==> src/verilog/rcr_pkg.sv <==
// Purpose: constants for the regulator control register bank
// Assumes: 8-bit register offsets, one byte per register
// Notes: rail index 0 = stepdown5, 1 = stepdown6, 2 = linear2
package rcr_pkg;
	// ==========================================================
	// rails and register map
	localparam int RCR_NUM_RAILS = 3;
	localparam int RCR_RAIL_STEPDOWN5 = 0;
	localparam int RCR_RAIL_STEPDOWN6 = 1;
	localparam int RCR_RAIL_LINEAR2 = 2;
	localparam logic [7:0] RCR_OFS_STEPDOWN5_CONTROL = 8'h26;
	localparam logic [7:0] RCR_OFS_STEPDOWN6_CONTROL = 8'h27;
	localparam logic [7:0] RCR_OFS_LINEAR_REG2_CONTROL = 8'h28;
	localparam logic [2:0][7:0] RCR_RAIL_OFS = {RCR_OFS_LINEAR_REG2_CONTROL, RCR_OFS_STEPDOWN6_CONTROL,
		RCR_OFS_STEPDOWN5_CONTROL};
	// ==========================================================
	// reset values and writable bits
	localparam logic [7:0] RCR_RST_STEPDOWN = 8'h0C;
	localparam logic [7:0] RCR_RST_LINEAR = 8'h0C;
	localparam logic [2:0][7:0] RCR_RAIL_RST = {RCR_RST_LINEAR, RCR_RST_STEPDOWN, RCR_RST_STEPDOWN};
	localparam logic [7:0] RCR_WR_MASK = 8'h3F;
	// both sleep pins read as not asleep until the synchroniser has real samples
	localparam logic [1:0] RCR_SLEEP_PIN_IDLE = 2'h3;
	// ==========================================================
	// field positions and encodings
	localparam int RCR_SLEEP_SEL_HI = 5;
	localparam int RCR_SLEEP_SEL_LO = 4;
	localparam int RCR_MODE_BIT = 1;
	localparam int RCR_DISABLE_BIT = 0;
	localparam logic [1:0] RCR_SLEEP_SEL_NORMAL = 2'h0;
	localparam logic [1:0] RCR_SLEEP_SEL_ACTIVE = 2'h3;
endpackage : rcr_pkg

==> src/verilog/rcr_regulator_control_regs.sv <==
// Purpose: control registers for stepdown5, stepdown6 and linear2 rails
// Assumes: register strobes come from the serial slave on I_REF_CLK
// Notes: sleep pins are asynchronous and are synchronised here
`timescale 1ns/1ps
`default_nettype none

module rcr_regulator_control_regs (
	input wire logic I_REF_CLK,
	input wire logic I_RST_N,
	input wire logic I_REG_WR_EN,
	input wire logic I_REG_RD_EN,
	input wire logic [7:0] I_REG_ADDR,
	input wire logic [7:0] I_REG_WDATA,
	output logic [7:0] O_REG_RDATA,
	output logic O_REG_HIT,
	input wire logic I_FIRST_SLEEP_PIN,
	input wire logic I_SECOND_SLEEP_PIN,
	input wire logic [2:0] I_SLEEP_PIN_ASSIGN,
	input wire logic [2:0] I_RAIL_ON_REQ,
	output logic [2:0] O_RAIL_ENABLE,
	output logic [2:0] O_RAIL_USE_SLEEP_CODE,
	output logic O_STEPDOWN5_FORCED_PWM,
	output logic O_STEPDOWN6_FORCED_PWM
);

	// ==========================================================
	// sleep pin synchronisers
	logic [1:0] sleep_meta_ff;
	logic [1:0] sleep_sync_ff;

	always_ff @(posedge I_REF_CLK or negedge I_RST_N) begin
		if (!I_RST_N) begin
			sleep_meta_ff <= rcr_pkg::RCR_SLEEP_PIN_IDLE;
			sleep_sync_ff <= rcr_pkg::RCR_SLEEP_PIN_IDLE;
		end else begin
			sleep_meta_ff <= {I_SECOND_SLEEP_PIN, I_FIRST_SLEEP_PIN};
			sleep_sync_ff <= sleep_meta_ff;
		end
	end

	// ==========================================================
	// control registers and rail outputs
	logic [7:0] ctrl_ff [rcr_pkg::RCR_NUM_RAILS];
	logic [2:0] enable_ff;
	logic [2:0] use_sleep_ff;
	logic [2:0] nxt_enable;
	logic [2:0] nxt_use_sleep;
	logic [2:0] assigned_pin;

	for (genvar g = 0; g < rcr_pkg::RCR_NUM_RAILS; g++) begin : g_rail
		always_ff @(posedge I_REF_CLK or negedge I_RST_N) begin
			if (!I_RST_N) begin
				ctrl_ff[g] <= rcr_pkg::RCR_RAIL_RST[g];
			end else if (I_REG_WR_EN && I_REG_ADDR == rcr_pkg::RCR_RAIL_OFS[g]) begin
				ctrl_ff[g] <= I_REG_WDATA & rcr_pkg::RCR_WR_MASK;
			end
		end

		// pin choice is a factory strap, deliberately absent from the register
		assign assigned_pin[g] = I_SLEEP_PIN_ASSIGN[g] ? sleep_sync_ff[1] : sleep_sync_ff[0];
		// reserved 01/10 fall back to normal code rather than a guess
		assign nxt_use_sleep[g] = (ctrl_ff[g][rcr_pkg::RCR_SLEEP_SEL_HI:rcr_pkg::RCR_SLEEP_SEL_LO]
			== rcr_pkg::RCR_SLEEP_SEL_ACTIVE) && !assigned_pin[g];
		assign nxt_enable[g] = ctrl_ff[g][rcr_pkg::RCR_DISABLE_BIT] && I_RAIL_ON_REQ[g];
	end

	always_ff @(posedge I_REF_CLK or negedge I_RST_N) begin
		if (!I_RST_N) begin
			enable_ff <= 3'h0;
			use_sleep_ff <= 3'h0;
		end else begin
			enable_ff <= nxt_enable;
			use_sleep_ff <= nxt_use_sleep;
		end
	end

	assign O_RAIL_ENABLE = enable_ff;
	assign O_RAIL_USE_SLEEP_CODE = use_sleep_ff;
	assign O_STEPDOWN5_FORCED_PWM = ctrl_ff[rcr_pkg::RCR_RAIL_STEPDOWN5][rcr_pkg::RCR_MODE_BIT];
	assign O_STEPDOWN6_FORCED_PWM = ctrl_ff[rcr_pkg::RCR_RAIL_STEPDOWN6][rcr_pkg::RCR_MODE_BIT];

	// ==========================================================
	// read path
	logic [7:0] rdata_ff;
	logic hit_ff;
	logic [7:0] nxt_rdata;
	logic nxt_hit;

	always_comb begin
		nxt_rdata = 8'h00;
		nxt_hit = 1'b0;
		for (int r = 0; r < rcr_pkg::RCR_NUM_RAILS; r++) begin
			if (I_REG_ADDR == rcr_pkg::RCR_RAIL_OFS[r]) begin
				nxt_rdata = ctrl_ff[r];
				nxt_hit = 1'b1;
			end
		end
	end

	always_ff @(posedge I_REF_CLK or negedge I_RST_N) begin
		if (!I_RST_N) begin
			rdata_ff <= 8'h00;
			hit_ff <= 1'b0;
		end else if (I_REG_RD_EN) begin
			rdata_ff <= nxt_rdata;
			hit_ff <= nxt_hit;
		end
	end

	assign O_REG_RDATA = rdata_ff;
	assign O_REG_HIT = hit_ff;

	logic [1:0] sel5;
	logic [1:0] sel6;
	logic [1:0] sel2;
	assign sel5 = ctrl_ff[0][rcr_pkg::RCR_SLEEP_SEL_HI:rcr_pkg::RCR_SLEEP_SEL_LO];
	assign sel6 = ctrl_ff[1][rcr_pkg::RCR_SLEEP_SEL_HI:rcr_pkg::RCR_SLEEP_SEL_LO];
	assign sel2 = ctrl_ff[2][rcr_pkg::RCR_SLEEP_SEL_HI:rcr_pkg::RCR_SLEEP_SEL_LO];

	// ==========================================================
	// register storage checks
	logic wr5;
	logic wr6;
	logic wr2;
	assign wr5 = I_REG_WR_EN && I_REG_ADDR == rcr_pkg::RCR_OFS_STEPDOWN5_CONTROL;
	assign wr6 = I_REG_WR_EN && I_REG_ADDR == rcr_pkg::RCR_OFS_STEPDOWN6_CONTROL;
	assign wr2 = I_REG_WR_EN && I_REG_ADDR == rcr_pkg::RCR_OFS_LINEAR_REG2_CONTROL;

	// ==========================================================
	// read path checks
	logic rd_mapped;
	assign rd_mapped = I_REG_ADDR == rcr_pkg::RCR_OFS_STEPDOWN5_CONTROL
		|| I_REG_ADDR == rcr_pkg::RCR_OFS_STEPDOWN6_CONTROL
		|| I_REG_ADDR == rcr_pkg::RCR_OFS_LINEAR_REG2_CONTROL;
endmodule : rcr_regulator_control_regs

`default_nettype wire

==> config.mk <==
export PLATFORM = sky130hd
export DESIGN_NAME = rcr_regulator_control_regs
export DESIGN_NICKNAME = d
export VERILOG_FILES = /design/src/verilog/rcr_pkg.sv /design/src/verilog/rcr_regulator_control_regs.sv
export SDC_FILE = /design/constraint.sdc
export NUM_CORES = 1
export LEC_CHECK = 0
export BUFFER_PORTS_ARGS = -buffer_cell sky130_fd_sc_hd__buf_4
export CORE_MARGIN = 3
export CORE_UTILIZATION = 54
export DETAILED_ROUTE_END_ITERATION = 8
export GPL_ROUTABILITY_DRIVEN = 0
export PLACE_DENSITY = 0.85
export SETUP_SLACK_MARGIN = 0.05
export SLEW_MARGIN = 20
export SYNTH_ARGS = -nofsm -noshare
export SYNTH_HDL_FRONTEND = slang
export SYNTH_SLANG_ARGS = --single-unit
==> constraint.sdc <==
create_clock -name I_REF_CLK -period 2.14 [get_ports I_REF_CLK]
set_clock_uncertainty 0.2 [all_clocks]
set_input_delay 0.107 -clock I_REF_CLK [delete_from_list [all_inputs] [get_ports I_REF_CLK]]
set_output_delay 0.107 -clock I_REF_CLK [all_outputs]
set_load 0.05 [all_outputs]
Word level (Yosys, flattened, before mapping) --
Cells that the tools add are included.
Storage, ports and cells: output and inout bits 17, logic and storage cells 36, bits in registers 37
Cells by class: reductions and logical operators 12, equal/unequal tests 6, mux-type cells 9
Operator list (number):
- $eq A8 B6 Y1 const B | 3
- $mux W6 | 3
- $logic_and A1 B1 Y1 | 9
- $eq A2 B2 Y1 const B | 3
- $mux W1 | 6
- $logic_not A1 Y1 | 3

Longest topological paths before layout --
depth in word-level cells 4, gate-level depth with buffers 4, gate-level depth less buffers 3

Least setup slack after synthesis --
Ideal clock, no wire load.
path kind input -> register, start point in I_REG_ADDR[0], end point reg ctrl_ff[0] (netlist name), setup slack 0.761 ns, cell stages on the path 3, setup time 0.125 ns, data arrival time 1.054 ns, cell sequence nor4b_4 nand3_1 mux2_2
Between the ends: cells in the longest elaborated chain, start to end 2
Ends and longest elaborated chain:
- start: declaration | line rcr_regulator_control_regs.sv:12 | input wire logic [7:0] I_REG_ADDR,
- $eq A8 B6 Y1
- $logic_and A1 B1 Y1 | line rcr_regulator_control_regs.sv:54 | end else if (I_REG_WR_EN && I_REG_ADDR == rcr_pkg::RCR_RAIL_OFS[g]) begin
- end signal: indexed assignment | line rcr_regulator_control_regs.sv:53 | ctrl_ff[g] <= rcr_pkg::RCR_RAIL_RST[g];
- end signal: indexed assignment | line rcr_regulator_control_regs.sv:55 | ctrl_ff[g] <= I_REG_WDATA & rcr_pkg::RCR_WR_MASK;
- end: declaration | line rcr_regulator_control_regs.sv:43 | logic [7:0] ctrl_ff [rcr_pkg::RCR_NUM_RAILS];
Every way passes these cells. A chain may end at the register's enable or synchronous reset.

Worst setup path in the final report --
start point in I_REG_ADDR[6], end point reg ctrl_ff[5] (netlist name)
Same word-level chain as after synthesis.

==> impl_metrics.yaml <==
yosys:
  yosys.area.top_type_share_pct: 42.4
  synthMuxAreaShare_pct: 15.8
  synth_common_cells: "dfrtp_1 (25), mux2_2 (18), dfstp_2 (10)"
  synth_ff_type: "dfrtp_1"
  synthArstFlopShare_pct: 100
  netlist_instances: 106
  synth-seq-area-share_pct: 60.3
  synth-adder-area-share_pct: 0
  synth_area_leaders: "dfrtp_1 (42%), dfstp_2 (18%), mux2_2 (14%), a221oi_1 (3.6%), o32ai_1 (3.6%)"
  synth_area_per_cell_um2: 13.9
  synth-simple-area-share_pct: 11.9
  synth-xor-area-share_pct: 0
  ys_ff_latch: 35
  synth.distinct_cells: 24
  synth_compound_area_share_pct: 8.06
  synth-edff-count: 0
  synth_top_family_by_area: "multiplexers"
  synthesis.area_um2: 1470
  ys.warnings.count: 0
  yosysTopAreaCell: "dfrtp_1"
  synth.most_common_cell: "dfrtp_1"
finish:
  syn2layout_area_growth_pct: 37.4
  antenna_cells: 0
  nFillCells: 167
  multi_input_area_um2: 534
  drive_gt1_share_pct: 47.6
  fin_cells: 198
  seq_area_um2: 888
  nets: 196
floorplan:
  die_w_um: 58.2
  coreArea_um2: 2540
  die_area_um2: 3390
  rows: 18
  io_pins: 45
  die_h_um: 58.2
  initial_core_util_pct: 57.9
critical_path:
  arrival_ns: 1.93
  critPathCaptureType: "register"
  cp.required_ns: 2.17
  crit_start: "I_REG_ADDR[6]"
  start_kind: "primary input"
  crit_fanout: 6
  path_class: "primary input to register"
  regToRegStartpoint: "ctrl_ff[20]"
power_and_ir_drop:
  p_leak_uw: 0.000995
  vdd_drop_max_mv: 0.525
  p_per_area_nw_per_um2: 587
grt:
  grt_pass1_wl_um: 5420
  grt_start_max_net_pins: 36
  track_usage_pct: 22.1
  antenna_found_initial: 0
  first_global_vias: 1191
  grt_remaining_overflow: 0
clock_network:
  cts_buffers: 5
  cts_tree: "yes"
  cts_resized: 0
  cts.sinks: 35
  cts_root_buf: "clkbuf_4"
  htreeDepth: 2
  post_cts.repair.setup_buffers: 0
  clock_latency_ns: 0.34
  cts.clk_slew.worst_paths_ns: 0.10
  clockBufferDepth: 2
sta:
  tns_ns: 0
  finalCriticalPeriod_ns: 1.90
  hold_violations: 0
  finalSetupViolations: 0
  layout_worst_path_cycle_share_pct: 88.7
  finalWorstSetupSlack_ns: 0.242
  rsz0062_at_grt: "no"
  final-max-slew-violation-count: 0
  max_freq_mhz: 527
drt:
  ant_nets: 0
  drc: 0
  drtIter0Drc: 9
  dr.pass1.iters: 4
  wl_um: 3290
  num_vias: 1100
  wl_per_cell_um: 16.6
  via_per_inst: 5.56
placed_design:
  placed_cells: 172
  dp_hpwl_um: 2090
  port_buffers: 40
  dp_slack_ns: 0.425
status:
  outcome: "complete, no violations"
run:
  cap_violations: 0
worst_hold_path:
  min_path_type: "primary input to async pin"
-- logic make-up (layout without fill, tap and decap cells) --
logic type / Yosys count / after routing
DFF: 35 / 35
and+or+nand+nor: 23 / 23
muxes: 21 / 21
AOI/OAI and AO/OA: 14 / 14
buffers and inverters: 12 / 73
other: 1 / 2
-- through the flow --
stage | hold slack, ns | cell area (µm²) | utilization [%] | power [µW]
after floorplan | -0.389 | 1480 | - | 774
after global placement | -0.133 | 1790 | 70.4 | 839
after detailed placement | -0.127 | 1790 | 70.4 | 844
after CTS | 0.0224 | 2030 | 79.6 | 1190
after global routing | 0.0552 | 2030 | 79.6 | 1240
final | 0.0339 | 2030 | 79.6 | 1190
-- registers in the layout, indices dropped and copies added, names as in the netlist, 2 cells and up --
register,cells
O_REG_RDATA,6
sleep_sync_ff,2
O_RAIL_ENABLE,3
ctrl_ff,16
sleep_meta_ff,2
O_RAIL_USE_SLEEP_CODE,3
-- critical path, stage by stage --
cell           delay [ns]
dlygate4sd3_1        0.56
buf_4                0.15
nor4b_4              0.35
nand3_1              0.37
mux2_2               0.38
-- final timing paths --
kind	slack (ns)	cells past startpoint	end
max reg2reg	0.98	2	O_REG_RDATA[4]
min in group I_REF_CLK	0.05	3	ctrl_ff[11]
min reg2reg	0.17	0	sleep_sync_ff[0]
max	0.24	5	ctrl_ff[5]
max in group asynchronous	1.37	2	sleep_sync_ff[0]
min	0.03	2	ctrl_ff[20]
-- layout make-up --
class | instances | area share, %
multi-input cells | 60 | 26.4
inverters | 6 | 1.11
well taps | 30 | 1.85
repair buffers | 60 | 24.6
clock buffers | 7 | 2.22
flip-flops and latches | 35 | 43.9
-- cells in the final DEF (no fill, tap or decap), types with 2 or more instances in the layout --
master,synthesis,final
buf_4,2,41
dfrtp_1,25,25
dlygate4sd3_1,0,19
mux2_2,18,18
dfstp_2,10,10
nor2_1,6,6
a221oi_1,6,6
inv_1,6,6
o32ai_1,6,6
clkbuf_4,0,5
mux2i_1,3,3
and3_1,3,3
and2_1,3,3
nor4b_4,2,2
nand3_1,2,2
nand2_1,2,2
conb_1,1,2
clkbuf_1,2,2
-- what timing repair did --
action,4_1_cts,5_1_grt
endpoints found under the hold margin,68,0
hold buffers,19,0
setup endpoints to repair,0,0
-- power by group --
part           internal (µW)  switching, µW
clock                    124            206
sequential               691           13.4
combinational           81.3           74.9
-- routing by layer --
metal  wire, µm  track usage (%)  part of all wire [%]  vias up
met1       1290             24.1                    39      549
li1           -                -                     -      509
met5          0                0                     0        -
met2       1750             39.0                    53       35
met3        181             5.57                   5.5        7
met4         65             12.3                   2.0        0
(Power assumes the default switching activity.)
